<file path="src/verilog/ptc_pkg.sv">
// Package with register map, field layout, reset values and divide ratios of the periodic tick counter.
`default_nettype none
package ptc_pkg;
    // Byte addresses of the registers on the 32-bit bus.
    localparam logic [3:0]  PTC_STATUS_CONTROL_OFFSET = 4'h0;
    localparam logic [3:0]  PTC_COUNT_OFFSET          = 4'h4;
    localparam logic [3:0]  PTC_LIMIT_OFFSET          = 4'h8;
    // Field positions in tick_status_control.
    localparam int          PTC_FLAG_BIT     = 7;
    localparam int          PTC_SRC_HI_BIT   = 6;
    localparam int          PTC_SRC_LO_BIT   = 5;
    localparam int          PTC_IRQ_EN_BIT   = 4;
    localparam int          PTC_DIV_HI_BIT   = 3;
    // Values after reset.
    localparam logic [7:0]  PTC_COUNT_RESET  = 8'h00;
    localparam logic [7:0]  PTC_LIMIT_RESET  = 8'h00;
    localparam logic [1:0]  PTC_SRC_RESET    = 2'h0;
    localparam logic [3:0]  PTC_DIV_RESET    = 4'h0;
    localparam logic [3:0]  PTC_DIV_OFF      = 4'h0;
    localparam logic [17:0] PTC_PRESCALE_RESET = 18'h00000;
    // Source select codes; the high bit set always picks the internal clock.
    localparam logic [1:0]  PTC_SRC_LOW_POWER = 2'h0;
    localparam logic [1:0]  PTC_SRC_EXTERNAL  = 2'h1;
    localparam int          PTC_SYNC_STAGES   = 3;
    // Divide ratios indexed by divider select, entry 0 unused because the prescaler is off.
    localparam logic [15:0][17:0] PTC_RATIO_SRC_LO0 = {
        18'h003e8, 18'h001f4, 18'h00064, 18'h00010, 18'h0000a, 18'h00004, 18'h00002, 18'h00001,
        18'h00400, 18'h00200, 18'h00100, 18'h00080, 18'h00040, 18'h00020, 18'h00008, 18'h00001};
    localparam logic [15:0][17:0] PTC_RATIO_SRC_LO1 = {
        18'h30d40, 18'h186a0, 18'h0c350, 18'h04e20, 18'h02710, 18'h01388, 18'h007d0, 18'h003e8,
        18'h10000, 18'h08000, 18'h04000, 18'h02000, 18'h01000, 18'h00800, 18'h00400, 18'h00001};

    typedef struct packed {
        logic       flag;
        logic [1:0] srcSel;
        logic       irqEnable;
        logic [3:0] divSel;
    } ptc_ctrl_t;
endpackage : ptc_pkg
`default_nettype wire

</file>
<file path="src/verilog/ptc_periodic_tick_counter.sv">
// Periodic tick counter with prescaler, limit compare, wrap flag and Wishbone register access.
// Notes on behaviour
// - Match flag in bit 7 sets when count wraps from limit to zero; reset clears it.
// - Writing 1 clears flag and interrupt; writing 0 leaves it alone.
// - Source select 00 low-power, 01 external, 1x internal; reset clears it.
// - Writing a different source select clears prescaler and count.
// - Interrupt asserted while flag set and enable bit 4 is one.
// - Writing a different divider select clears prescaler and count.
// - Divider select zero stops prescaler and counter.
// - Source low bit 0 picks the small binary and decimal ratios.
// - Source low bit 1 picks the large binary and decimal ratios.
// - Count increments per prescaler period, returns to zero after equalling limit.
// - Flag sets on the move from limit to zero only.
// - Limit zero sets the flag on every prescaler output tick.
// - Any limit write clears prescaler and count.
// - Count register is read-only; writes ignored.
// - Reset leaves count zero, limit zero, prescaler off, low-power source.
// - Every limit value 0x00 to 0xFF works as wrap point.
// - Debug halt suspends counting; resume from the held value.
// - Counting continues through processor wait mode.
//
// Implementation choices: the Wishbone interface to the registers and the register addresses.
`default_nettype none
module ptc_periodic_tick_counter
    import ptc_pkg::*;
(
    input  wire logic        core_clk,        // Bus and counter clock.
    input  wire logic        reset,           // Asynchronous reset, active high.
    input  wire logic        wb_cyc_i,        // Wishbone cycle.
    input  wire logic        wb_stb_i,        // Wishbone strobe.
    input  wire logic        wb_we_i,         // Wishbone write enable.
    input  wire logic [3:0]  wb_adr_i,        // Wishbone byte address.
    input  wire logic [3:0]  wb_sel_i,        // Wishbone byte lanes.
    input  wire logic [31:0] wb_dat_i,        // Wishbone write data.
    output logic      [31:0] wb_dat_o,        // Wishbone read data.
    output logic             wb_ack_o,        // Wishbone acknowledge.
    input  wire logic        lowPowerOscClk,  // Low-power oscillator clock.
    input  wire logic        externalRefClk,  // External reference clock.
    input  wire logic        internalRefClk,  // Internal reference clock.
    input  wire logic        debugHalt,       // Processor halted in background debug.
    output logic             tickIrq          // Level interrupt request.
);
    ptc_ctrl_t   ctrl;
    ptc_ctrl_t   next_ctrl;
    logic [7:0]  count;
    logic [7:0]  next_count;
    logic [7:0]  limit;
    logic [7:0]  next_limit;
    logic [17:0] prescale;
    logic [17:0] next_prescale;
    logic [31:0] next_datOut;
    logic        next_ack;
    logic [2:0]  srcEdge;
    logic        selEdge;
    logic [17:0] ratio;
    logic        tick;
    logic        wrap;
    logic        access;
    logic        wrCtrl;
    logic        wrLimit;
    logic        restart;

    genvar gi;
    generate
        for (gi = 0; gi < 3; gi++) begin : g_sync
            logic [PTC_SYNC_STAGES-1:0] stage;
            logic [PTC_SYNC_STAGES-1:0] next_stage;
            logic                       pinIn;

            // Source pins are ordered low-power, external, internal to match the select codes.
            assign pinIn = (gi == 0) ? lowPowerOscClk : (gi == 1) ? externalRefClk : internalRefClk;

            always_comb begin
                next_stage = {stage[PTC_SYNC_STAGES-2:0], pinIn};
            end

            always_ff @(posedge core_clk or posedge reset) begin
                if (reset) begin
                    stage <= '0;
                end else begin
                    stage <= next_stage;
                end
            end

            // Only the second and third stages are looked at, keeping the first free of logic.
            assign srcEdge[gi] = stage[1] & ~stage[2];

        end
    endgenerate

    always_comb begin
        if (ctrl.srcSel[1]) begin
            selEdge = srcEdge[2];
        end else if (ctrl.srcSel == PTC_SRC_EXTERNAL) begin
            selEdge = srcEdge[1];
        end else begin
            selEdge = srcEdge[0];
        end
    end

    assign ratio = ctrl.srcSel[0] ? PTC_RATIO_SRC_LO1[ctrl.divSel] : PTC_RATIO_SRC_LO0[ctrl.divSel];

    assign access  = wb_cyc_i & wb_stb_i & ~wb_ack_o;
    assign wrCtrl  = access & wb_we_i & wb_sel_i[0] & (wb_adr_i == PTC_STATUS_CONTROL_OFFSET);
    assign wrLimit = access & wb_we_i & wb_sel_i[0] & (wb_adr_i == PTC_LIMIT_OFFSET);

    // restart on select change or limit write
    assign restart = wrLimit
                   | (wrCtrl & (wb_dat_i[PTC_SRC_HI_BIT:PTC_SRC_LO_BIT] != ctrl.srcSel))
                   | (wrCtrl & (wb_dat_i[PTC_DIV_HI_BIT:0] != ctrl.divSel));

    // prescaler gating; wait mode does not gate it
    // no wait-mode input exists, so counting runs on through wait.
    // A restart in a tick cycle swallows that tick, so no wrap sets the flag while the count is cleared.
    assign tick = selEdge & ~debugHalt & (ctrl.divSel != PTC_DIV_OFF) & (prescale == ratio - 18'h00001) & ~restart;
    assign wrap = tick & (count == limit);

    always_comb begin
        next_ctrl     = ctrl;
        next_count    = count;
        next_limit    = limit;
        next_prescale = prescale;
        if (selEdge && !debugHalt && ctrl.divSel != PTC_DIV_OFF) begin
            next_prescale = tick ? PTC_PRESCALE_RESET : prescale + 18'h00001;
        end
        if (tick) begin
            next_count = (count == limit) ? PTC_COUNT_RESET : count + 8'h01;
        end
        if (wrCtrl) begin
            next_ctrl.srcSel    = wb_dat_i[PTC_SRC_HI_BIT:PTC_SRC_LO_BIT];
            next_ctrl.irqEnable = wb_dat_i[PTC_IRQ_EN_BIT];
            next_ctrl.divSel    = wb_dat_i[PTC_DIV_HI_BIT:0];
            if (wb_dat_i[PTC_FLAG_BIT]) begin
                next_ctrl.flag = 1'b0;
            end
        end
        if (wrLimit) begin
            next_limit = wb_dat_i[7:0];
        end
        if (restart) begin
            next_prescale = PTC_PRESCALE_RESET;
            next_count    = PTC_COUNT_RESET;
        end
        // a wrap beats a clear in the same cycle
        if (wrap) begin
            next_ctrl.flag = 1'b1;
        end
    end

    // read mux; count writes fall through untouched
    always_comb begin
        next_datOut = 32'h00000000;
        next_ack    = access;
        if (access && !wb_we_i) begin
            case (wb_adr_i)
                PTC_STATUS_CONTROL_OFFSET: next_datOut = {24'h000000, ctrl};
                PTC_COUNT_OFFSET:          next_datOut = {24'h000000, count};
                PTC_LIMIT_OFFSET:          next_datOut = {24'h000000, limit};
                default:                   next_datOut = 32'h00000000;
            endcase
        end
    end

    always_ff @(posedge core_clk or posedge reset) begin
        if (reset) begin
            ctrl     <= '{flag: 1'b0, srcSel: PTC_SRC_RESET, irqEnable: 1'b0, divSel: PTC_DIV_RESET};
            count    <= PTC_COUNT_RESET;
            limit    <= PTC_LIMIT_RESET;
            prescale <= PTC_PRESCALE_RESET;
            wb_dat_o <= 32'h00000000;
            wb_ack_o <= 1'b0;
        end else begin
            ctrl     <= next_ctrl;
            count    <= next_count;
            limit    <= next_limit;
            prescale <= next_prescale;
            wb_dat_o <= next_datOut;
            wb_ack_o <= next_ack;
        end
    end

    assign tickIrq = ctrl.flag & ctrl.irqEnable;
endmodule : ptc_periodic_tick_counter
`default_nettype wire

</file>
<file path="config.mk">
export PLATFORM = sky130hd
export DESIGN_NAME = ptc_periodic_tick_counter
export DESIGN_NICKNAME = d
export VERILOG_FILES = /design/src/verilog/ptc_pkg.sv /design/src/verilog/ptc_periodic_tick_counter.sv
export SDC_FILE = /design/constraint.sdc
export NUM_CORES = 1
export LEC_CHECK = 0
export BUFFER_PORTS_ARGS = -buffer_cell sky130_fd_sc_hd__clkbuf_2
export CORE_AREA = 2 2 111 113
export CTS_CLUSTER_SIZE = 16
export DETAILED_ROUTE_END_ITERATION = 8
export DIE_AREA = 0 0 113 115
export PLACE_DENSITY = 0.64
export SLEW_MARGIN = 20
export SYNTH_ARGS = -nofsm -noshare
export SYNTH_HDL_FRONTEND = slang
export SYNTH_SLANG_ARGS = --single-unit
</file>
<file path="constraint.sdc">
create_clock -name core_clk -period 3.6 [get_ports core_clk]
set_input_delay 0.18 -clock core_clk [delete_from_list [all_inputs] [get_ports core_clk]]
set_output_delay 0.18 -clock core_clk [all_outputs]
set_load 0.1 [all_outputs]
</file>
==> results.cfg <==
[placed_design]
dp_hpwl_um = 7620
dp_slack_ns = 0.0886
io_buffers = 31
dp_cells = 659
place_area_mm2 = 0.00471
gp_congestion = 0.920

[status]
status = finished, violations left
violations = DRC

[layout]
final_common_cell = dfrtp_1
area.sequential_mm2 = 0.00150
drive_above_1_share_pct = 23.8
syn_to_final_growth_pct = 17.3
final_cell_mix = dfrtp_1 (59), nor2_1 (48), xnor2_1 (34), nand2_1 (34), clkbuf_2 (31)
final-instance-count-excl-fill = 680
stdcell_area_mm2 = 0.00513
multiInputGateArea_mm2 = 0.00268
fillers = 1129
diodes = 0
fin_nets = 585

[yosys]
syn_inst = 471
async_flop_share_pct = 100
ys_warn_count = 0
syn_area_mm2 = 0.00438
synth_top_area_cell = dfrtp_1
synth_area_leaders = dfrtp_1 (34%), xnor2_1 (7.2%), buf_4 (4.3%)
synth_top_area_share_pct = 34.3
ys_ff_latch = 60
synth_edf_count = 0
ys_types = 75
synth_seq_area_share_pct = 34.3
syn_avg_cell_area_um2 = 9.29
ys.flop_type = dfrtp_1

[power_and_ir_drop]
vdd.ir_drop.worst_v = 0.000207
power.density_mw_per_mm2 = 447
p_leak_nw = 2.32

[drt]
wl_per_cell_um = 14.7
dr.pass1.iters = 6
drtIter0Drc = 219
vias_per_cell = 5.12
drc = 8
routed_wl_um = 9990
num_vias = 3480
ant_nets = 0

[worst_setup_path]
start_kind = flop
crit_path_top_delay_cell = or3b_1
critPathKind = reg2reg
cp_common_cell = buf_4
cp_data_required_time_ns = 3.81
cpPeakStageDelay_ns = 0.42
crit_path_max_fanout = 15
arrival_ns = 3.63
path_cells = buf_4 > ha_1 > buf_4 > nand2b_1 > o311a_4 > nor4b_4 > or3b_1 > nor3_2 > xnor2_1 > a21oi_4 > and4b_4 > or2_1 > buf_12 > nor2_1
end_kind = flop

[clock_tree]
clockBufferDepth = 2
cts_tree = done
clock_sinks = 60
cts_max_level = 3
cts_root_buf = clkbuf_16
clk_pin_slew_worst_paths_ns = 0.05
cts_inserted_buffers = 9
clk_latency_ns = 0.33

[global_route]
grt_usage_pct = 16.1
grt_pass1_wl_um = 16800
grt_max_degree = 36
grt_pass1_vias = 3448
grt_overflow = 0
antenna_found_initial = 0

[timing]
slew_headroom_pct = 63.6
period_share_pct = 95.1
setup_viol = 0
maxSlewViolCount = 0
fmax_mhz = 292
hold_violations = 0
tightest_slew_ns = 0.548
setup_slack_ns = 0.176
skew_ns = 0.00736
post-route-min-period_ns = 3.42

[die]
rows = 40
dieArea_mm2 = 0.0130
die_w_um = 113
pin_count = 83
start_util_pct = 37.1
die_height_um = 115
core_area_mm2 = 0.0118

[flow_run]
drv_cap = 0

[worst_hold_path]
hp-class = in2reg
-- cells in the mapped netlist (all sizes together) (2+ instances only) --
cell type and instances:
nand4 10, a21boi 2, mux2i 12, a22o 3
and2 4, a21oi 25, inv 15, or3b 4
a21o 4, buf 34, or3 5, nand2 34
xnor2 36, clkbuf 7, a221oi 3, nor2b 5
dfrtp 60, or4 2, o32ai 3, nand2b 15
a22oi 2, nand3 14, a211oi 3, mux2 11
and4b 2, and3 7, ha 8, o22ai 3
nor3 8, nor2 58, nor4b 4, nor4 4
xor2 21, or2 2, o21bai 2, o21ai 19
-- sequential cells by signal, indices dropped and copies added (netlist names) --
register,flops
prescale,18
ctrl,8
g_sync.stage,9
limit,8
wb_dat_o,8
wb_ack_o,1
count,8
-- metrics by stage --
stage	power, mW	hold WS (ns)	TNS, ns	util (%)
4_1_cts	2.26	0.0576	0	42.6
3_5_place_dp	1.45	0.253	0	39.9
2_1_floorplan	1.32	0.211	0	-
6_report	2.29	0.0600	0	43.5
3_3_place_gp	1.43	0.252	0	39.9
5_1_grt	2.42	0.0879	-0.0436	43.5
-- per-layer routing --
metal	GRT usage (%)	share of wire, %	wire length (µm)	up-vias
met1	21.7	46	4600	1667
met2	26.1	47	4710	86
met4	5.61	2.0	196	0
met5	0	0	0	-
li1	-	-	-	1715
met3	2.85	4.9	485	12
-- logic make-up (layout without fill, tap and decap cells) --
kind of cell,Yosys count,count (layout),share of synthesized area [%]
buffers and inverters,56,95,8.38
flip-flops,60,60,34.3
other,1,24,0.0857
adder cells (fa/ha/maj),8,8,2.29
multiplexers,23,23,5.57
XOR/XNOR,57,57,11.4
AO/OA/AOI/OAI,83,83,13.6
AND/OR/NAND/NOR,183,183,24.3
-- worst max-delay path: cells and delay by family (launching register included) --
| family | cells | cell delay [ns] |
|---|---|---|
| AND/OR/NAND/NOR | 7 | 1.61 |
| buffers and inverters | 3 | 0.53 |
| AO/OA/AOI/OAI | 2 | 0.42 |
| flip-flops | 1 | 0.37 |
| adder cells (fa/ha/maj) | 1 | 0.22 |
| XOR/XNOR | 1 | 0.13 |
-- power by group --
group          internal [mW]  leakage [nW]  switching, mW  total (mW)
Sequential             0.714         0.786         0.0502       0.764
Combinational          0.270          1.40          0.467       0.737
Clock                  0.485         0.132          0.309       0.794
Total                   1.47          2.32          0.826        2.29
-- final cells by class --
type | instances | share of cell area (%)
clock buffer | 11 | 4.73
clock inverter | 5 | 0.731
inverter | 15 | 1.10
multi-input combinational | 378 | 52.3
sequential | 60 | 29.3
tap | 147 | 3.58
timing repair buffer | 64 | 8.29
-- worst paths after layout --
kind                                              start                           end  slack (ns)  depth (start not counted)
setup / recovery                    ctrl[0]$_DFFE_PP0P_      prescale[14]$_DFFE_PP0P_        0.18                         14
setup reg to reg                    ctrl[0]$_DFFE_PP0P_      prescale[14]$_DFFE_PP0P_        0.18                         14
hold / removal                                 wb_stb_i            wb_ack_o$_DFF_PP0_        0.06                          3
hold reg to reg            g_sync[0].stage[0]$_DFF_PP0_  g_sync[0].stage[1]$_DFF_PP0_        0.35                          0
min in group asynchronous                         reset  g_sync[1].stage[0]$_DFF_PP0_        0.43                          3
max in group asynchronous                         reset           ctrl[3]$_DFFE_PP0P_        2.31                          4
-- repair_timing --
action,in CTS,in global routing
hold endpoints to repair,28,0
buffers inserted,0,1
gates resized for setup,0,15
endpoints found under the setup margin,0,25
hold buffers,4,0
Power figures use the tool's default switching activity.
